--- config.mk ---
export PLATFORM = sky130hd
export DESIGN_NAME = phy_addr_map
export DESIGN_NICKNAME = d
export VERILOG_FILES = /design/src/core/addr_map_pkg.sv /design/src/core/phy_addr_map.sv /design/src/core/pin_sync.sv /design/src/core/phy_addr_match.sv
export SDC_FILE = /design/constraint.sdc
export NUM_CORES = 1
export LEC_CHECK = 0
export BUFFER_PORTS_ARGS = -buffer_cell sky130_fd_sc_hd__buf_2
export CAP_MARGIN = 20
export CORE_AREA = 3 3 188 190
export CTS_BUF_LIST = sky130_fd_sc_hd__clkbuf_8
export DETAILED_ROUTE_END_ITERATION = 12
export DIE_AREA = 0 0 191 193
export SLEW_MARGIN = 20
export SYNTH_ARGS = -nofsm -noshare
export SYNTH_HDL_FRONTEND = slang
export SYNTH_SLANG_ARGS = --single-unit
--- constraint.sdc ---
create_clock -name pclk -period 3 [get_ports pclk]
set_clock_uncertainty 0.2 [all_clocks]
set_input_delay 0.3 -clock pclk [delete_from_list [all_inputs] [get_ports pclk]]
set_output_delay 0.3 -clock pclk [all_outputs]
set_load 0.02 [all_outputs]
--- src/core/addr_map_pkg.sv ---
// Constants and types shared by the output PHY address map block.
package addr_map_pkg;

  // Sizes of the map
  localparam int unsigned N_LINKS     = 16;
  localparam int unsigned N_GROUPS    = 8;
  localparam int unsigned LINK_PAIRS  = 8;
  localparam int unsigned GROUP_PAIRS = 4;
  localparam int unsigned ADDR_W      = 5;
  localparam int unsigned APB_AW      = 12;
  localparam int unsigned IDX_W       = 10;
  localparam int unsigned SYNC_STAGES = 3;

  // Register indices; the APB byte address is four times the index
  localparam logic [9:0] IDX_LINK_PAIR_0  = 10'h000;
  localparam logic [9:0] IDX_LINK_PAIR_7  = 10'h007;
  localparam logic [9:0] IDX_GROUP_PAIR_0 = 10'h008;
  localparam logic [9:0] IDX_GROUP_PAIR_3 = 10'h00b;
  localparam logic [9:0] IDX_LINK_EN      = 10'h010;
  localparam logic [9:0] IDX_GROUP_EN     = 10'h011;

  // Field positions inside a pair register
  localparam int unsigned LO_LSB = 0;
  localparam int unsigned HI_LSB = 8;

  // Values after reset
  localparam logic [4:0]  RST_ADDR     = 5'h00;
  localparam logic [15:0] RST_LINK_EN  = 16'h0000;
  localparam logic [7:0]  RST_GROUP_EN = 8'h00;
  localparam logic [31:0] RST_RDATA    = 32'h0000_0000;

  // Five-bit UTOPIA PHY address
  typedef logic [4:0] phy_addr_t;

  // Result of matching the polled address against the map
  typedef struct packed {
    logic       hit;       // Address is configured and enabled
    logic       is_group;  // Hit belongs to an IMA group
    logic [3:0] index;     // Link or group number
  } phy_match_s;

endpackage : addr_map_pkg

--- src/core/phy_addr_map.sv ---
// APB register bank mapping UTOPIA output PHY addresses to links/groups.
//
// Contract
// - Eight link address registers each pair link N with link N+8.
// - Link pair bits 12:8 hold link N+8's address, bits 4:0 link N's.
// - Bits 15:13 and 7:5 of link and group pair registers read zero.
// - Four group address registers each pair group N with group N+4.
// - Group pair bits 12:8 hold group N+4's address, bits 4:0 group N's.
// - The link enable register has bit n enabling link n, links 0..15.
// - All address and enable registers reset to zero, so all disabled.
// - The group enable register has bit n enabling group n, bits 7:0.
//
// The APB interface to the registers was chosen for this implementation.
`timescale 1ns/100ps
`default_nettype none
module phy_addr_map (
  input  wire logic                      pclk,           // Clock, 100 MHz
  input  wire logic                      presetn,        // Async reset
  input  wire logic                      ce,             // Clock enable
  input  wire logic                      psel,           // APB select
  input  wire logic                      penable,        // APB enable
  input  wire logic                      pwrite,         // APB direction
  input  wire logic [11:0]               paddr,          // APB byte addr
  input  wire logic [31:0]               pwdata,         // APB write data
  input  wire logic [3:0]                pstrb,          // APB byte lanes
  output logic      [31:0]               prdata,         // APB read data
  output logic                           pready,         // APB ready
  output logic                           pslverr,        // APB error
  input  wire addr_map_pkg::phy_addr_t   utopia_addr_pin, // Polled address
  output addr_map_pkg::phy_match_s       phy_match       // Poll result
);

  // Stored configuration
  addr_map_pkg::phy_addr_t link_addr_r [16];
  addr_map_pkg::phy_addr_t group_addr_r [8];
  logic [15:0]             link_en_r;
  logic [7:0]              group_en_r;

  // Bus answer registers
  logic [31:0]             prdata_r;
  logic [31:0]             prdata_nxt;
  logic                    pready_r;
  logic                    pslverr_r;
  logic                    pslverr_nxt;

  // Poll path
  addr_map_pkg::phy_addr_t poll_addr;
  addr_map_pkg::phy_match_s match_comb;
  addr_map_pkg::phy_match_s phy_match_r;

  // Pack a pair of five-bit fields; unused bits come back as zero
  function automatic logic [31:0] pair_word(
    input addr_map_pkg::phy_addr_t hi,
    input addr_map_pkg::phy_addr_t lo
  );
    logic [31:0] w;
    w = '0;
    w[addr_map_pkg::HI_LSB +: addr_map_pkg::ADDR_W] = hi;
    w[addr_map_pkg::LO_LSB +: addr_map_pkg::ADDR_W] = lo;
    return w;
  endfunction : pair_word

  // Field extraction, used for both link and group writes
  function automatic addr_map_pkg::phy_addr_t field(
    input logic [31:0] w,
    input int unsigned lsb
  );
    return w[lsb +: addr_map_pkg::ADDR_W];
  endfunction : field

  // Address decode
  wire  [9:0] idx       = paddr[11:2];
  wire        is_link   = (idx <= addr_map_pkg::IDX_LINK_PAIR_7);
  wire        is_group  = (idx >= addr_map_pkg::IDX_GROUP_PAIR_0) &&
                          (idx <= addr_map_pkg::IDX_GROUP_PAIR_3);
  wire        is_len    = (idx == addr_map_pkg::IDX_LINK_EN);
  wire        is_gen    = (idx == addr_map_pkg::IDX_GROUP_EN);
  wire        mapped    = is_link | is_group | is_len | is_gen;
  wire  [2:0] link_pair = idx[2:0];
  wire  [1:0] grp_pair  = 2'(idx - addr_map_pkg::IDX_GROUP_PAIR_0);

  // Phases: wait one access cycle, then complete on the pready edge
  wire        access    = psel & penable;
  wire        answer    = access & ~pready_r;
  wire        complete  = access & pready_r;
  wire        wr_ok     = complete & pwrite & mapped;
  wire        wr_lo     = pstrb[0];
  wire        wr_hi     = pstrb[1];

  // Read data selection for the addressed register
  always_comb
  begin
    prdata_nxt = addr_map_pkg::RST_RDATA;
    if (is_link)
      prdata_nxt = pair_word(link_addr_r[link_pair + 4'd8],
                             link_addr_r[link_pair]);
    else if (is_group)
      prdata_nxt = pair_word(group_addr_r[grp_pair + 3'd4],
                             group_addr_r[grp_pair]);
    else if (is_len)
      prdata_nxt = {16'h0000, link_en_r};
    else if (is_gen)
      prdata_nxt = {24'h000000, group_en_r};
  end

  assign pslverr_nxt = ~mapped;

  // Bus handshake; ready stands one cycle, error and data alongside
  always_ff @(posedge pclk or negedge presetn)
  begin
    if (!presetn)
    begin
      pready_r  <= 1'b0;
      pslverr_r <= 1'b0;
      prdata_r  <= addr_map_pkg::RST_RDATA;
    end
    else if (ce)
    begin
      pready_r  <= answer;
      pslverr_r <= answer & pslverr_nxt;
      if (answer && !pwrite)
        prdata_r <= prdata_nxt;
      else if (!answer)
        prdata_r <= addr_map_pkg::RST_RDATA;
    end
  end

  // Link address pairs; byte lanes 0 and 1 each write one five-bit field
  always_ff @(posedge pclk or negedge presetn)
  begin
    if (!presetn)
    begin
      for (int i = 0; i < addr_map_pkg::N_LINKS; i++)
        link_addr_r[i] <= addr_map_pkg::RST_ADDR;
    end
    else if (ce && wr_ok && is_link)
    begin
      if (wr_lo)
        link_addr_r[link_pair] <= field(pwdata, addr_map_pkg::LO_LSB);
      if (wr_hi)
        link_addr_r[link_pair + 4'd8] <=
          field(pwdata, addr_map_pkg::HI_LSB);
    end
  end

  // Group address pairs; group N sits low, group N+4 high
  always_ff @(posedge pclk or negedge presetn)
  begin
    if (!presetn)
    begin
      for (int i = 0; i < addr_map_pkg::N_GROUPS; i++)
        group_addr_r[i] <= addr_map_pkg::RST_ADDR;
    end
    else if (ce && wr_ok && is_group)
    begin
      if (wr_lo)
        group_addr_r[grp_pair] <= field(pwdata, addr_map_pkg::LO_LSB);
      if (wr_hi)
        group_addr_r[grp_pair + 3'd4] <=
          field(pwdata, addr_map_pkg::HI_LSB);
    end
  end

  // Link enables, one bit per link over both byte lanes
  always_ff @(posedge pclk or negedge presetn)
  begin
    if (!presetn)
      link_en_r <= addr_map_pkg::RST_LINK_EN;
    else if (ce && wr_ok && is_len)
    begin
      if (wr_lo)
        link_en_r[7:0] <= pwdata[7:0];
      if (wr_hi)
        link_en_r[15:8] <= pwdata[15:8];
    end
  end

  // Group enables; upper bits of this word are held at zero
  always_ff @(posedge pclk or negedge presetn)
  begin
    if (!presetn)
      group_en_r <= addr_map_pkg::RST_GROUP_EN;
    else if (ce && wr_ok && is_gen && wr_lo)
      group_en_r <= pwdata[7:0];
  end

  // Polled address arrives from the ATM layer, so it is synchronised
  pin_sync #(
    .WIDTH     (addr_map_pkg::ADDR_W)
  ) u_poll_sync (
    .pclk      (pclk),
    .presetn   (presetn),
    .ce        (ce),
    .pin_in    (utopia_addr_pin),
    .value_out (poll_addr)
  );

  // Match against configured and enabled entries only
  phy_addr_match u_match (
    .link_addr  (link_addr_r),
    .group_addr (group_addr_r),
    .link_en    (link_en_r),
    .group_en   (group_en_r),
    .poll_addr  (poll_addr),
    .match      (match_comb)
  );

  // Registered so the poll result leaves the block from a flop
  always_ff @(posedge pclk or negedge presetn)
  begin
    if (!presetn)
      phy_match_r <= '0;
    else if (ce)
      phy_match_r <= match_comb;
  end

  // Outputs straight from flops
  assign prdata    = prdata_r;
  assign pready    = pready_r;
  assign pslverr   = pslverr_r;
  assign phy_match = phy_match_r;

endmodule : phy_addr_map
`default_nettype wire

--- src/core/pin_sync.sv ---
// Three-stage synchroniser with agreement filter for pin inputs.
`timescale 1ns/100ps
`default_nettype none
module pin_sync #(
  parameter int unsigned WIDTH = 5
) (
  input  wire logic             pclk,     // Block clock
  input  wire logic             presetn,  // Async reset, active low
  input  wire logic             ce,       // Clock enable
  input  wire logic [WIDTH-1:0] pin_in,   // Asynchronous pin value
  output logic      [WIDTH-1:0] value_out // Filtered, settled value
);

  logic [WIDTH-1:0] ff1_r;
  logic [WIDTH-1:0] ff2_r;
  logic [WIDTH-1:0] ff3_r;
  logic [WIDTH-1:0] value_r;
  wire              agree = (ff2_r == ff3_r);

  // First stage feeds only the second; a change counts once 2 and 3 agree
  always_ff @(posedge pclk or negedge presetn)
  begin
    if (!presetn)
    begin
      ff1_r   <= '0;
      ff2_r   <= '0;
      ff3_r   <= '0;
      value_r <= '0;
    end
    else if (ce)
    begin
      ff1_r <= pin_in;
      ff2_r <= ff1_r;
      ff3_r <= ff2_r;
      if (agree)
        value_r <= ff3_r;
    end
  end

  assign value_out = value_r;

endmodule : pin_sync
`default_nettype wire

--- src/core/phy_addr_match.sv ---
// Combinational match of a polled PHY address against the address map.
`timescale 1ns/100ps
`default_nettype none
module phy_addr_match (
  input  wire addr_map_pkg::phy_addr_t link_addr [16], // Link addresses
  input  wire addr_map_pkg::phy_addr_t group_addr [8], // Group addresses
  input  wire logic [15:0]             link_en,        // Link enables
  input  wire logic [7:0]              group_en,       // Group enables
  input  wire addr_map_pkg::phy_addr_t poll_addr,      // Address polled
  output addr_map_pkg::phy_match_s     match           // Match result
);

  // Scan downwards so the lowest index wins; links take priority over
  // groups, since a duplicate address is a software fault either way.
  always_comb
  begin
    match = '0;
    for (int g = addr_map_pkg::N_GROUPS - 1; g >= 0; g--)
    begin
      if (group_en[g] && (group_addr[g] == poll_addr))
      begin
        match.hit      = 1'b1;
        match.is_group = 1'b1;
        match.index    = 4'(g);
      end
    end
    for (int l = addr_map_pkg::N_LINKS - 1; l >= 0; l--)
    begin
      if (link_en[l] && (link_addr[l] == poll_addr))
      begin
        match.hit      = 1'b1;
        match.is_group = 1'b0;
        match.index    = 4'(l);
      end
    end
  end

endmodule : phy_addr_match
`default_nettype wire

# After elaboration in Yosys (flattened, before gate mapping)
# Cells that the tools add are included.
[word_totals]
ff_bits = 204
input_bits = 59
[classes]
add_sub_neg = 3
magnitude_cmp = 11
eq_ne = 28
n_mux = 60
bitwise = 15
reduce_logical = 41
[op_table]
columns = ["operator", "count"]
rows = [
  ["80-bit two-way mux", 3],
  ["80-bit bitwise mux", 2],
  ["32-bit two-way mux", 5],
  ["6-bit two-way mux", 24],
  ["5-bit == test", 25],
  ["40-bit two-way mux", 3],
  ["40-bit bitwise mux", 2],
  ["5-bit two-way mux", 12],
  ["5-bit binary-select mux with 4-bit select", 2],
  ["5-bit demux with 4-bit select", 2],
  ["1-bit logical AND", 36],
  ["5-bit binary-select mux with 3-bit select", 2],
  ["5-bit demux with 3-bit select", 2],
  ["10-bit by 5-bit == test with 1-bit output (second input constant)", 2],
  ["10-bit by 4-bit greater-or-equal comparator with 1-bit output (second input constant)", 1],
  ["10-bit by 3-bit <= comparator with 1-bit output (second input constant)", 1],
  ["10-bit by 4-bit <= comparator with 1-bit output (second input constant)", 1],
  ["4-bit by 1-bit < comparator with 1-bit output (second input constant)", 2],
  ["8-bit two-way mux", 1],
  ["3-bit NOT with 4-bit output", 2],
  ["2-bit AND reduction", 4],
  ["1-bit AND", 6],
  ["4-bit by 5-bit greater-or-equal comparator with 1-bit output (second input constant)", 1],
  ["5-bit greater-or-equal comparator (second input constant)", 1],
  ["13 further kinds", 16],
]

# Logic depth before layout (Yosys ltp)
# Gate-level depths: netlist of the first run.
[depth]
ltp_word = 26
depth_mapped = 9
depth_no_buf = 7

# Cells and area by module
# A second synthesis of the first run with hierarchy kept.
[hier_totals]
cells_unflattened = 878
area_unflattened_um2 = 10445.0
[by_module_without_submodules]
columns = ["mod", "n_inst", "cells_per_inst", "area_per_inst_um2"]
rows = [
  ["phy_addr_map", 1, 596, 7797.5],
  ["phy_addr_match", 1, 232, 1825.5],
  ["pin_sync", 1, 50, 822.0],
]

# Worst setup path before layout of the first run
# No wires, ideal clock.
[synth_timing]
kind = "in2reg"
start = "in paddr[9]"
end = "reg group_addr_r[5] in the netlist's numbering"
arrival_ps = 2001
required_time_ps = 2675
slack_ps = 674
path_stages = 6
path_buffers = 0
path_cell_list = "or4_4 nor3_2 and3b_2 nand3_4 nor3b_4 mux2_2"
[synth_via]
elab_chain_cells = 8
elab_cells_between_ends = 12
classes_between = "order compare (3); eq/ne (2); bitwise (4); reduce/logical (3)"
[synth_lines]
columns = ["element", "line", "source"]
rows = [
  ["from (decl)", "phy_addr_map.sv:23", "input wire logic [11:0] paddr,"],
  ["10-bit by 4-bit greater-or-equal comparator with 1-bit output / 10-bit by 4-bit <= comparator with 1-bit output (equally long branches)", "phy_addr_map.sv:74, phy_addr_map.sv:75", ""],
  ["1-bit logical AND", "phy_addr_map.sv:74", "wire is_group = (idx >= addr_map_pkg::IDX_GROUP_PAIR_0) &&"],
  ["1-bit OR (3 in series)", "phy_addr_map.sv:78", "wire mapped = is_link | is_group | is_len | is_gen;"],
  ["1-bit AND", "phy_addr_map.sv:86", "wire wr_ok = complete & pwrite & mapped;"],
  ["1-bit logical AND", "phy_addr_map.sv:154", "else if (ce && wr_ok && is_group)"],
  ["1-bit logical AND (*)", "phy_addr_map.sv:154", ""],
  ["to (signal, indexed assignment)", "phy_addr_map.sv:152", "group_addr_r[i] <= addr_map_pkg::RST_ADDR;"],
  ["to (signal, indexed assignment)", "phy_addr_map.sv:157", "group_addr_r[grp_pair] <= field(pwdata, addr_map_pkg::LO_LSB);"],
  ["to (signal, indexed assignment)", "phy_addr_map.sv:159", "group_addr_r[grp_pair + 3'd4] <="],
  ["to (decl)", "phy_addr_map.sv:35", "addr_map_pkg::phy_addr_t group_addr_r [8];"],
]
# Every way passes the cells marked *; elsewhere a longest branch is shown, timed or not.
# A chain may end at the register's enable or synchronous reset.

# Worst setup path after layout of the first run
[layout_timing]
start = "reg u_poll_sync.value_r[1], in the netlist u_poll_sync.value_out[1]"
end = "reg phy_match_r (netlist bit phy_match[0])"
[layout_via]
elab_chain_cells = 26
elab_cells_between_ends = 72
classes_between = "eq/ne (24); mux (24); reduce/logical (24)"
[layout_lines]
columns = ["element", "line", "source"]
rows = [
  ["from (decl)", "pin_sync.sv:17", "logic [WIDTH-1:0] value_r;"],
  ["from (signal assigned)", "pin_sync.sv:36", "value_r <= ff3_r;"],
  ["5-bit == test", "phy_addr_match.sv:20", "if (group_en[g] && (group_addr[g] == poll_addr))"],
  ["1-bit logical AND", "phy_addr_match.sv:20", ""],
  ["6-bit two-way mux (8 in series)", "phy_addr_match.sv:20", ""],
  ["6-bit two-way mux (15 in series)", "phy_addr_match.sv:29", "if (link_en[l] && (link_addr[l] == poll_addr))"],
  ["6-bit two-way mux (*)", "phy_addr_match.sv:29", ""],
  ["to (signal assigned)", "phy_addr_map.sv:214", "phy_match_r <= match_comb;"],
  ["to (decl)", "phy_addr_map.sv:49", "addr_map_pkg::phy_match_s phy_match_r;"],
]
# Marks and branches as above.

==> results.txt, run 1 <==
The leakage dissipation came out at 5.747 nW. The number of global-route vias before repair is 6,980. The detail-routed net length per standard cell came out at between 20 and 25 µm. The aggregate negative setup slack is 0 ns. The kind of start point of the critical path is a register. The count of input and output buffers came out at 62. The max-slew violation total from the final report came out at 0. STA classifies the critical path endpoint as a register.

The fmax is 355.4 MHz. The final HPWL from detailed placement came out at slightly below 20,000 µm. The sequential cell area is 4705 µm². The area of the die came out at 36,860 µm². The largest net degree at the start of global routing came out at 81. CTS built an H-tree with a depth of 4. The most used flip-flop cell after synthesis is sky130_fd_sc_hd__dfrtp_1. The switching power came out at 2.133 mW. The post-placement cell count came out at 1,303. The total via count after detailed routing is 6,835.

The synthesized netlist cell count came out at a little over 800. The total wirelength of the detailed-routed design came out at 27,310 µm. The worst vdd rail ir drop is 0.3714 mV.

From synthesis to final layout, the design area changed by 14.62%. The hold violation count in the final report is 0. The async set or reset register ratio after synthesis is 100.0%. Once the clock tree was built, the setup fixing pass inserted 0 buffers. The I/O pin total is 99.

The footprint of the multi-input gates is 5152 µm². The switching portion of total power came out at 34.23%. The initial antenna violation count is 6.

The starting density of the core came out at 30.15%. In this run, post-CTS repair resized a total of 0 instances. Combinational logic is responsible for 28.2% of the overall power. The global placement routability congestion is 0.8817.

The maximum net fanout on the critical path is 7. The TritonCTS sink count is between 150 and 200. In this run, synthesis inferred 0 flip-flops with an integrated enable.

The final count of negative-setup-slack endpoints is 0. Once detail routing completed, the nets flagged for antenna violations numbered 0. The TritonCTS clock tree is built. The part of the power in registers came out at 43.0%. Clock tree synthesis inserted a total of 17 buffers. The run finished with clean final reports. The tree is rooted in a sky130_fd_sc_hd__clkbuf_8. The post-route clock period utilization came out at 93.79%.

The share of the yosys chip area belonging to registers is 46.42%. The all-layer global routing usage came out at 15.26%. A synthesized cell averages between 10 and 15 µm². Setup repair after global routing left no endpoint under its margin. The wire length of the first global-routing pass is 42,810 µm. Power spread over the standard cell area amounts to around 540 nW/µm². In the routed design, unresolved DRC markers number 0. The share of the synthesized area in the top cell type came out at a little under half. The synthesized design spends more area on one cell type than any other, namely sky130_fd_sc_hd__dfrtp_1. At the worst endpoint, the arrival time is 3.01 ns. The routed via count divided by cell count came out at 5.063. The number of different library cells in the post-synthesis netlist came out at 61.

The final layout net count is around 950. Measured against its own limit, the worst slew margin works out to 52.11%. The internal power of the cells totals 4.097 mW.

During synthesis, Yosys emitted a total of 0 warnings. For the worst setup path, the data required time is 3.19 ns. By area the synthesized netlist is led by sky130_fd_sc_hd__dfrtp_1 (46%), sky130_fd_sc_hd__mux2_2 (19%), sky130_fd_sc_hd__xor2_1 (7.9%). The count of routing violations after the opening detailed-route iteration came out at 461. The count of cells in the finished layout, fillers not included, comes to 1,350.

The die boundary height came out at 193 µm. The time the worst path needs with I/O delays and setup is around 2.8 ns. The hold slack came out at 0.02926 ns. The share of layout cells above drive strength 1 came out at 38.07%. The CTS clock-pin slew for the worst setup and hold paths came out at 0.11 ns. Counting the fill cells in the layout gives 3,362. After detailed routing, the met3 layer carries 1583 µm of wire. The setup path with the least slack is of type reg -> reg. sky130_fd_sc_hd__dfrtp_1 is the most common cell in the netlist. For the pin with the worst max-slew slack, the measured transition is 0.7184 ns.

Ranked by instance count, the synthesized netlist is headed by sky130_fd_sc_hd__dfrtp_1 (188), sky130_fd_sc_hd__mux2_2 (167), sky130_fd_sc_hd__xor2_1 (91). After clock tree synthesis, the flow added hold-fix buffers numbering 14. The path type of the worst min-delay path is in -> reg. In this run the top signal layer used is met5. The die is 191 µm wide. Synthesis inferred approximately 190 register bits. The clock insertion delay at the later pin of the skew report is just under 0.5 ns. After floorplanning, the core was sized to cover 33,620 µm². Counting along the longest clock path gives a buffer depth of 2. The detailed router put a total of 12,970 µm of wire on met1. The cell area after technology mapping came out at 10,130 µm². The iteration count of the initial detailed-routing pass came out at 6. The number of standard-cell rows in the floorplan is 67. The number of max-cap violations came out at 0. The total congestion overflow came out at 0. The wire length on met2 came out at 12,320 µm. The clock network fraction of total power came out at 28.8%.
==> through the flow <==
stage | utilization (%) | instance area [µm²] | setup WS [ns] | power, mW
finish | 34.56 | 11620 | 0.1863 | 6.230
global route | 34.55 | 11610 | 0.01779 | 6.544
CTS | 34.55 | 11610 | 0.1607 | 6.277
detailed placement | 32.92 | 11070 | 0.2652 | 4.467
global placement | 32.92 | 11070 | 0.1992 | 4.462
floorplan | - | 10190 | 0.6742 | 3.876
==> cells by family (layout without fill, tap and decap cells) <==
family | Yosys count | count (layout) | share of synthesized area [%]
DFF | 188 | 188 | 46.42
AOI/OAI and AO/OA | 62 | 62 | 4.543
buffers and inverters | 64 | 145 | 3.296
xor gates and xnor gates | 125 | 125 | 10.80
other | 1 | 17 | 0.03700
and+or+nand+nor | 160 | 160 | 8.852
muxes | 205 | 205 | 26.05
==> per-layer routing <==
layer	vias to the layer above	GRT usage (%)
li1	3052	-
met1	3530	21.49
met2	208	23.87
met3	35	3.381
met4	10	4.036
met5	-	0
==> power by group through the flow <==
stage | Combinational [mW] | Sequential, mW | Clock, mW
2_1_floorplan | 1.20 | 2.68 | 0
3_3_place_gp | 1.73 | 2.73 | 0
3_5_place_dp | 1.74 | 2.73 | 0
4_1_cts | 1.76 | 2.68 | 1.83
5_1_grt | 1.91 | 2.69 | 1.95
6_report | 1.75 | 2.68 | 1.80
==> worst max-delay path: stages, from the launching register on <==
cell,delay [ns]
sky130_fd_sc_hd__dfrtp_1,0.72
sky130_fd_sc_hd__buf_4,0.26
sky130_fd_sc_hd__xor2_1,0.07
sky130_fd_sc_hd__nor4_1,0.51
sky130_fd_sc_hd__nand3_1,0.16
sky130_fd_sc_hd__a21bo_2,0.22
sky130_fd_sc_hd__a21oi_1,0.17
sky130_fd_sc_hd__o211ai_1,0.13
sky130_fd_sc_hd__a221oi_1,0.28
==> final timing paths <==
path                       depth (start not counted)                      from         endpoint  slack (ns)
setup / recovery                                   8  u_poll_sync.value_out[1]     phy_match[0]        0.19
hold / removal                                     4                      psel          pslverr        0.03
setup reg to reg                                   8  u_poll_sync.value_out[1]     phy_match[0]        0.19
hold reg to reg                                    2                 prdata[3]        prdata[3]        0.28
max in group asynchronous                          3                   presetn  link_addr_r[64]        1.59
min in group asynchronous                          2                   presetn  link_addr_r[16]        0.20
==> sequential cells by signal (all words and copies together) (netlist names) <==
register,flops
link_addr_r,80
u_poll_sync.value_out,5
pready,1
u_poll_sync.ff1_r,5
group_en_r,8
group_addr_r,40
link_en_r,16
u_poll_sync.ff3_r,5
phy_match,6
prdata,16
u_poll_sync.ff2_r,5
pslverr,1
==> placed cells by master (no fill, tap or decap), types with 3 or more instances in the layout <==
cell type	count
sky130_fd_sc_hd__mux2_1	3
sky130_fd_sc_hd__xnor2_1	34
sky130_fd_sc_hd__a222oi_1	5
sky130_fd_sc_hd__nand2b_1	3
sky130_fd_sc_hd__xor2_1	91
sky130_fd_sc_hd__nand2_2	4
sky130_fd_sc_hd__nand2_1	48
sky130_fd_sc_hd__a221oi_1	6
sky130_fd_sc_hd__inv_1	6
sky130_fd_sc_hd__nor3_1	3
sky130_fd_sc_hd__mux4_2	30
sky130_fd_sc_hd__nand3_1	10
sky130_fd_sc_hd__a22oi_1	3
sky130_fd_sc_hd__clkbuf_8	18
sky130_fd_sc_hd__o21ai_0	11
sky130_fd_sc_hd__nand4_1	5
sky130_fd_sc_hd__inv_6	7
sky130_fd_sc_hd__dfrtp_1	188
sky130_fd_sc_hd__and3_1	18
sky130_fd_sc_hd__nor4_1	24
sky130_fd_sc_hd__dlygate4sd3_1	14
sky130_fd_sc_hd__buf_4	25
sky130_fd_sc_hd__a21oi_1	6
sky130_fd_sc_hd__buf_2	61
sky130_fd_sc_hd__mux2i_1	5
sky130_fd_sc_hd__mux2_2	167
sky130_fd_sc_hd__nor2_1	21
sky130_fd_sc_hd__nor2_2	4
sky130_fd_sc_hd__nor2b_1	4
sky130_fd_sc_hd__buf_12	6
sky130_fd_sc_hd__a22o_1	8
sky130_fd_sc_hd__conb_1	16
==> layout make-up <==
class                           instances  share of cell area (%)
Tap cell                              448                   4.826
Clock buffer                           17                   2.014
Clock inverter                         15                   1.486
Antenna cell                            1                 0.02154
Inverter                                6                  0.1939
Timing Repair Buffer                  107                   6.603
Multi-Input combinational cell        568                   44.36
Sequential cell                       188                   40.50
(Power assumes the default switching activity.)
==> run 2: changes to the inputs <==
--- a/config.mk
+++ b/config.mk
@@ -7,10 +7,10 @@
 export LEC_CHECK = 0
 export BUFFER_PORTS_ARGS = -buffer_cell sky130_fd_sc_hd__buf_2
 export CAP_MARGIN = 20
-export CORE_AREA = 3 3 188 190
+export CORE_AREA = 3 3 177 179
 export CTS_BUF_LIST = sky130_fd_sc_hd__clkbuf_8
 export DETAILED_ROUTE_END_ITERATION = 12
-export DIE_AREA = 0 0 191 193
+export DIE_AREA = 0 0 180 182
 export SLEW_MARGIN = 20
 export SYNTH_ARGS = -nofsm -noshare
 export SYNTH_HDL_FRONTEND = slang
==> run 2 against run 1 <==
Cell count shrank 4.1%; largest power group unchanged; setup slack gained 0.013 ns; critical endpoint unchanged; sequential cell count is the same; total power shrank 2.2%; utilization grew 4.3 points; critical path depth is the same; sequential share of layout area grew 0.29 points; worst hold slack gained 0.038 ns; global-route usage grew 1.3 points; combinational power is essentially flat.
==> results.txt, run 2 (synthesis gave the netlist of run 1 again) <==
Counting the buffers created by CTS gives 17. The maximum net fanout on the critical path is 8. The detail-routed net length per standard cell came out at between 20 and 25 µm. The critical path data arrival time is 2.96 ns. Post-CTS timing repair inserted 0 buffers for setup. Headroom to the max-slew limit came out at 54.18%. The worst setup slack after placement is 0.2368 ns. The final HPWL from detailed placement came out at around 20,000 µm. The actual transition at the worst max-transition pin is 0.6821 ns. The final layout net count is 950.

STA classifies the critical path startpoint as a register. Across all setup checks in the final design, the least slack found is 0.1988 ns. Dividing the detail-routed via count by the number of cells gives 5.265.

The max-slew violation total from the final report came out at 0. The final layout contains routed wiring with a total length of 26,880 µm. The power after layout is 6.094 mW. The fmax is around 360 MHz. TritonCTS built the clock tree. Hold repair after CTS inserted 14 buffers. The register name with the most flops is link_addr_r.

The hold violation count in the final report was 0. The path type of the worst min-delay path is in -> reg. The largest registers in the layout are link_addr_r: 80 flops, group_addr_r: 40 flops. The iteration count of the initial detailed-routing pass came out at 6. In this run the number of H-tree levels came out at 4. Port buffering added 62 buffers. The largest net degree at the start of global routing came out at 74. The type of the worst setup path is reg -> reg. The initial antenna violation count is 4.

The x dimension of the die came out at 180 µm. The maximum count of clock buffers along a single path is 2. The library cell used most frequently in the layout, excluding fill and tap cells, is sky130_fd_sc_hd__dfrtp_1. For this design the static power due to leakage is ~5.7 nW. In this run, post-CTS repair resized a total of 0 instances. The cell sitting at the root of the clock tree is a sky130_fd_sc_hd__clkbuf_8. The post-synthesis to final-layout area growth is 13.81%.

The TritonCTS sink count is 188. The clock insertion delay at the later pin of the skew report came out at 0.46 ns. The die boundary height is 182 µm. The post-detailed-route DRC marker count is 0. The floorplan step defined a die boundary enclosing about 33,000 µm². The total via count after detailed routing is just under 7k.

The post-route clock period utilization came out at 93.37%. In the layout the commonest cells are sky130_fd_sc_hd__dfrtp_1 (188), sky130_fd_sc_hd__mux2_2 (167), sky130_fd_sc_hd__xor2_1 (91), sky130_fd_sc_hd__buf_2 (61), sky130_fd_sc_hd__nand2_1 (48). For this run the aggregate overflow at the end of global routing stands at 0. The CTS clock-pin slew for the worst setup and hold paths came out at ~0.10 ns.

The starting density of the core came out at between 30 and 40%. The total of fill cells in the finished design came out at 2,862. The required arrival time at the worst endpoint is 3.16 ns. The run finished with clean final reports. Across the run, the number of max-cap violations was 0. The all-layer global routing usage came out at 16.56%. The number of global-route vias before repair came to approximately 6.9k. Routability-driven placement finished with a final weighted congestion of around 0.88. Setup violations remaining at the end of the flow were counted as 0. Pin placement for this block handled 99 I/O pins. The worst vdd rail ir drop came out at 0.2824 mV.

For this design the ratio of total power to cell area is 528.3 nW/µm². Of the cells placed in the final design, the portion with a size suffix greater than 1 is 38.38%. Setup repair after global routing left no endpoint under its margin. The critical path endpoint category is a register. The aggregate negative setup slack is 0 ns. The first global-routing pass estimated 41,950 µm of wire. The register with the most flip-flops in the layout has 80 of them. The detail route stage leaves a number of antenna-violating nets equal to 0. The number of standard-cell rows in the floorplan came out at 63. The routed design could run at a clock period as short as between 2 and 3 ns.

The count of routing violations after the opening detailed-route iteration came out at 479. The core area is between 20,000 and 30,000 µm².
-- run 2: cell count changes in the layout (fill, tap and decap cells not counted), sizes merged --
| cell | delta |
|---|---|
| clkinv | +4 |
| clkinvlp | +3 |
| inv | -6 |
| bufinv | -1 |
| buf | +3 |
-- run 2: path summary, 6_finish.rpt --
kind,startpoint,endpoint,slack (ns),cells after the start
hold / removal,psel,pslverr,0.07,4
setup reg to reg,u_poll_sync.value_out[4],phy_match[0],0.20,8
max in group asynchronous,presetn,group_addr_r[15],1.55,3
setup / recovery,u_poll_sync.value_out[4],phy_match[0],0.20,8
hold reg to reg,pslverr,pslverr,0.29,1
min in group asynchronous,presetn,link_addr_r[5],0.16,2
-- run 2: layout make-up --
type                            count  area (µm²)  area share, %
Inverter                            6       22.52         0.1952
Tap cell                          390       488.0          4.230
Antenna cell                        1       2.502        0.02169
Timing Repair Buffer              110       789.5          6.845
Multi-Input combinational cell    568        5152          44.67
Clock inverter                     15       141.4          1.226
Clock buffer                       17       234.0          2.028
Sequential cell                   188        4705          40.79
-- run 2: worst max-delay path: stages, from the launching register on --
cell and delay (ns):
sky130_fd_sc_hd__dfrtp_1 0.77, sky130_fd_sc_hd__buf_4 0.24, sky130_fd_sc_hd__xor2_1 0.07, sky130_fd_sc_hd__nor4_1 0.48, sky130_fd_sc_hd__nand3_1 0.16, sky130_fd_sc_hd__a21bo_2 0.21
sky130_fd_sc_hd__a21oi_1 0.16, sky130_fd_sc_hd__o211ai_1 0.12, sky130_fd_sc_hd__a221oi_1 0.29
-- run 2: power breakdown --
| group | total, mW | internal, mW | switching (mW) |
|---|---|---|---|
| registers | 2.70 | 2.60 | 0.106 |
| clock network | 1.63 | 0.671 | 0.962 |
| logic | 1.76 | 0.761 | 0.996 |
-- run 2: layer usage --
layer  routed length [µm]  part of all wire, %  vias to the layer above  GRT usage, %
met4                  331                  1.2                        6         4.053
met5                   41                 0.15                        -             0
met3                 1723                  6.4                       27         3.546
met1                12640                   47                     3534         24.02
met2                12150                   45                      198         25.35
li1                     -                    -                     3053             -
-- run 2: per-stage QoR --
| step | area, µm² | cells | utilization (%) | hold slack, ns |
|---|---|---|---|---|
| 2_1_floorplan | 10190 | 820 | - | -0.1956 |
| 3_3_place_gp | 11020 | 1248 | 37.07 | 0.1393 |
| 3_5_place_dp | 11020 | 1248 | 37.07 | 0.1353 |
| 4_1_cts | 11530 | 1294 | 38.81 | 0.04111 |
| 5_1_grt | 11530 | 1295 | 38.82 | 0.09833 |
| 6_report | 11530 | 1295 | 38.82 | 0.06706 |
==> run 3: changes to the inputs <==
--- a/config.mk
+++ b/config.mk
@@ -5,12 +5,13 @@
 export SDC_FILE = /design/constraint.sdc
 export NUM_CORES = 1
 export LEC_CHECK = 0
+export ABC_AREA = 1
 export BUFFER_PORTS_ARGS = -buffer_cell sky130_fd_sc_hd__buf_2
 export CAP_MARGIN = 20
-export CORE_AREA = 3 3 177 179
+export CORE_AREA = 3 3 174 176
 export CTS_BUF_LIST = sky130_fd_sc_hd__clkbuf_8
 export DETAILED_ROUTE_END_ITERATION = 12
-export DIE_AREA = 0 0 180 182
+export DIE_AREA = 0 0 177 179
 export SLEW_MARGIN = 20
 export SYNTH_ARGS = -nofsm -noshare
 export SYNTH_HDL_FRONTEND = slang
==> constraint.sdc (replaced) <==
create_clock -name pclk -period 3.4 [get_ports pclk]
set_clock_uncertainty 0.2 [all_clocks]
set_input_delay 0.34 -clock pclk [delete_from_list [all_inputs] [get_ports pclk]]
set_output_delay 0.34 -clock pclk [all_outputs]
set_load 0.02 [all_outputs]
==> run 3 against run 2 <==
Critical path depth grew 19; maximum frequency is 3.8% lower; count of clock-buffer cells in the layout grew 1; synthesized area fell by 3.4%; die area decreased by 3.3%; sequential share of layout area rose by 2.0 points; cell count grew 30%; utilization is 0.64 points lower; worst hold slack improved by 0.022 ns; cell area fell by 4.8%; routed wire length grew 23%; critical endpoint unchanged.
==> results.txt, run 3 <==
The worst hold path begins at penable. Setup repair after global routing left no endpoint under its margin. The type of the worst setup path is reg -> reg. The all-layer global routing usage is between 20% and 30%. More flip-flops sit in one register than any other, and that register is link_addr_r.

The netlist uses between 40 and 50 different library cells. The run finished with clean final reports. By area the synthesized netlist is led by sky130_fd_sc_hd__dfrtp_1 (48%), sky130_fd_sc_hd__nand2_1 (13%), sky130_fd_sc_hd__o21ai_0 (9.7%). The max-slew violation total from the final report is 0. The worst register-to-register path ends at phy_match[0]. The initial antenna violation count is 0. The clock insertion delay at the later pin of the skew report came out at 0.48 ns. The count of flip-flops with a built-in enable after synthesis came out at 0. The post-placement cell count came out at 1,640. The maximum count of clock buffers along a single path is 2.

The register with the most flip-flops in the layout has 80 of them. The number of global-route vias before repair came out at 8,518. For this design the ratio of total power to cell area is about 480 nW/µm². The post-CTS setup buffer count came out at 0. The hold violation count in the final report came to 0. After layout, the worst path uses 85.64% of the clock period.

The die boundary height is 179 µm. Data on the critical path is required at its endpoint by approximately 3.6 ns. Summing over every cut layer, the via total after detailed routing is 9,343. The post-synthesis to final-layout area growth came out at 12.17%.

The worst register-to-register path has a setup slack of 0.49 ns. The area of the die is 31,680 µm². The detail-routed net length per standard cell is 19.68 µm.

In the post-synthesis netlist, the cell with the most instances is sky130_fd_sc_hd__nand2_1. The final HPWL from detailed placement is 23,450 µm. The count of inserted antenna diode cells is 0. Summed over its instances, the top area cell type makes up 48.03% of the synthesized netlist area. Counting every sink on the clock net gives 188. The x dimension of the die came out at 177 µm. The register bit count reported by yosys is between 150 and 200. The I/O pin total came out at 99.

In the synthesized netlist, the number of instances is 1,219. The library cells used most frequently in the layout, excluding fill and tap cells, are sky130_fd_sc_hd__nand2_1 (327), sky130_fd_sc_hd__o21ai_0 (190), sky130_fd_sc_hd__dfrtp_1 (188), sky130_fd_sc_hd__inv_1 (100), sky130_fd_sc_hd__o22ai_1 (66). The path type of the worst min-delay path is in -> reg. The leakage dissipation came out at ~5 nW.

The count of routing violations after the opening detailed-route iteration is between 1k and 1.5k. By count the netlist is led by sky130_fd_sc_hd__nand2_1 (327), sky130_fd_sc_hd__o21ai_0 (190), sky130_fd_sc_hd__dfrtp_1 (188). The share of the yosys chip area belonging to registers came out at 48.03%. Summing every instance area after synthesis gives 9794 µm². In the final design database the tool counted 1,346 nets.

The worst hold endpoint is pready. The most used flip-flop cell after synthesis is sky130_fd_sc_hd__dfrtp_1. After floorplanning, the core was divided into 62 placement rows.

The startpoint identified for the worst register-to-register timing path is u_poll_sync.value_out[1]. The count of input and output buffers is between 60 and 70. Averaged over all synthesized cells, the footprint is between 8 and 9 µm². The time the worst path needs with I/O delays and setup is 2.912 ns. The worst-case reg-to-reg path depth is 27. In the routed design, unresolved DRC markers number 0. Across the run, the number of max-cap violations was 0. The clock tree synthesis step divided the H-tree into 4 levels.

The fmax came out at 343.4 MHz. The global placement routability congestion came out at 0.9169. The aggregate negative setup slack is 0 ns. Setup violations remaining at the end of the flow were counted as 0. The count of synthesis-stage warnings from yosys came out at 0. Leaving out fill and tap cells, the most frequent cell in the layout is sky130_fd_sc_hd__nand2_1.

In the routed layout, each cell is associated on average with a via count of 5.548. The number of nets with antenna violations after detailed routing is 0. Of all flip-flops after synthesis, the portion carrying an async set or reset was 100.0%. The first global-routing pass estimated 51,000 µm of wire. The critical path data arrival time is 3.09 ns.

Of the cells placed in the final design, the portion with a size suffix greater than 1 is roughly 11%. CTS placed an instance of sky130_fd_sc_hd__clkbuf_8 at the clock tree root. The number of clock buffers inserted by TritonCTS came out at 17. After clock tree synthesis, the clock-pin slew on the worst setup and hold paths is 0.10 ns. The finished layout holds 1,684 standard cells, fillers aside. The worst vdd rail ir drop came out at around 0.27 mV. The largest net degree at the start of global routing is 92.

The total wirelength of the detailed-routed design is 33,140 µm. The worst hold path depth is 5. sky130_fd_sc_hd__dfrtp_1 takes more of the synthesized area than any other cell. The worst setup path is launched from a register.

The actual transition at the worst max-transition pin is 0.8402 ns. The total congestion overflow is 0. The total of fill cells in the finished design came out at 3,008.

STA classifies the critical path endpoint as a register. The iteration count of the initial detailed-routing pass is 7. The largest registers in the layout are link_addr_r: 80 flops, group_addr_r: 40 flops. The tightest slew margin relative to the limit is roughly 44%. The maximum net fanout on the critical path is 12. The core area came out at 28,780 µm². TritonCTS built the clock tree. The initial utilization of the core area, before any placement, comes to 34.03%.
-- run 3: layout make-up --
cell class | instances | area [µm²] | area share [%]
inverters | 107 | 401.6 | 3.656
clock buffers | 18 | 247.7 | 2.255
well taps | 384 | 480.5 | 4.373
repair buffers | 105 | 671.9 | 6.115
multi-input cells | 868 | 4372 | 39.79
clock inverters | 14 | 108.9 | 0.9908
flip-flops and latches | 188 | 4705 | 42.82
-- run 3: metrics by stage --
| stage | util (%) | hold WS (ns) | cell area (µm²) | total power, mW | worst slack (ns) |
|---|---|---|---|---|---|
| 2_1_floorplan | - | -0.1556 | 9851 | 3.386 | 1.090 |
| 3_5_place_dp | 36.52 | 0.2634 | 10510 | 3.860 | 0.5336 |
| 3_3_place_gp | 36.52 | 0.2572 | 10510 | 3.824 | 0.5351 |
| 5_1_grt | 38.17 | 0.1204 | 10990 | 5.529 | 0.07917 |
| 6_report | 38.17 | 0.08919 | 10990 | 5.298 | 0.4883 |
| 4_1_cts | 38.17 | 0.08283 | 10990 | 5.285 | 0.5072 |
-- run 3: repair_timing --
item / in CTS / in global routing
hold buffers: 12 / 0
endpoints found under the hold margin: 101 / 0
resized for setup: 0 / 0
-- run 3: power breakdown --
group	internal, mW	total, mW	switching (mW)
registers	2.28	2.33	0.0451
logic	0.498	1.54	1.05
clock network	0.539	1.42	0.885
-- run 3: routing by layer --
layer	track usage, %	part of all wire [%]	vias up
met4	5.696	2.8	0
met1	29.24	42	4476
met5	0	0	-
met3	4.363	9.7	73
met2	33.51	45	497
li1	-	-	4297
-- run 3: worst max-delay path by stage --
| stage | from | end | slack [ns] | cells after the start |
|---|---|---|---|---|
| finish | u_poll_sync.value_out[1] | phy_match[0] | 0.49 | 27 |
| CTS | u_poll_sync.value_out[1] | phy_match[0] | 0.51 | 30 |
| detailed placement | u_poll_sync.value_out[1] | phy_match[0] | 0.53 | 30 |
| global placement | u_poll_sync.value_out[1] | phy_match[0] | 0.54 | 30 |
| global route | u_poll_sync.value_out[1] | phy_match[0] | 0.08 | 30 |
| floorplan | u_poll_sync.value_out[0] | phy_match[0] | 1.09 | 28 |
-- run 3: cell families (layout without fill, tap and decap cells) --
logic type      Yosys count  count (layout)  share of synthesized area (%)
other cells               1              16                        0.03829
buf+inv                 178             244                          7.907
compound gates          375             375                          22.93
flops                   188             188                          48.03
mux                       3               3                         0.3449
xor+xnor                 19              19                          1.699
simple gates            455             455                          19.05
-- run 3: worst max-delay path: stages (launching register included) --
cell and delay [ns]:
sky130_fd_sc_hd__dfrtp_1 0.36, sky130_fd_sc_hd__clkinv_1 0.41, sky130_fd_sc_hd__nand2_1 0.17, sky130_fd_sc_hd__o21ai_0 0.09, sky130_fd_sc_hd__a21oi_1 0.12, sky130_fd_sc_hd__nand4_1 0.18
sky130_fd_sc_hd__nand2_1 0.13, sky130_fd_sc_hd__nand2_1 0.05, sky130_fd_sc_hd__nand2_1 0.05, sky130_fd_sc_hd__nand2_1 0.05, sky130_fd_sc_hd__nand2_1 0.10, sky130_fd_sc_hd__nand2_1 0.06
sky130_fd_sc_hd__nand2_1 0.06, sky130_fd_sc_hd__nand2_1 0.05, sky130_fd_sc_hd__nand2_1 0.07, sky130_fd_sc_hd__nand2_1 0.05, sky130_fd_sc_hd__nand2_1 0.05, sky130_fd_sc_hd__nand2_1 0.05
sky130_fd_sc_hd__nand2_1 0.05, sky130_fd_sc_hd__nand2_1 0.05, sky130_fd_sc_hd__nand2_1 0.05, sky130_fd_sc_hd__nand2_1 0.05, sky130_fd_sc_hd__nand2_1 0.05, sky130_fd_sc_hd__nand2_1 0.05
sky130_fd_sc_hd__nand2_1 0.06, sky130_fd_sc_hd__nand2_1 0.05, sky130_fd_sc_hd__nand2_1 0.06, sky130_fd_sc_hd__nand2_1 0.04
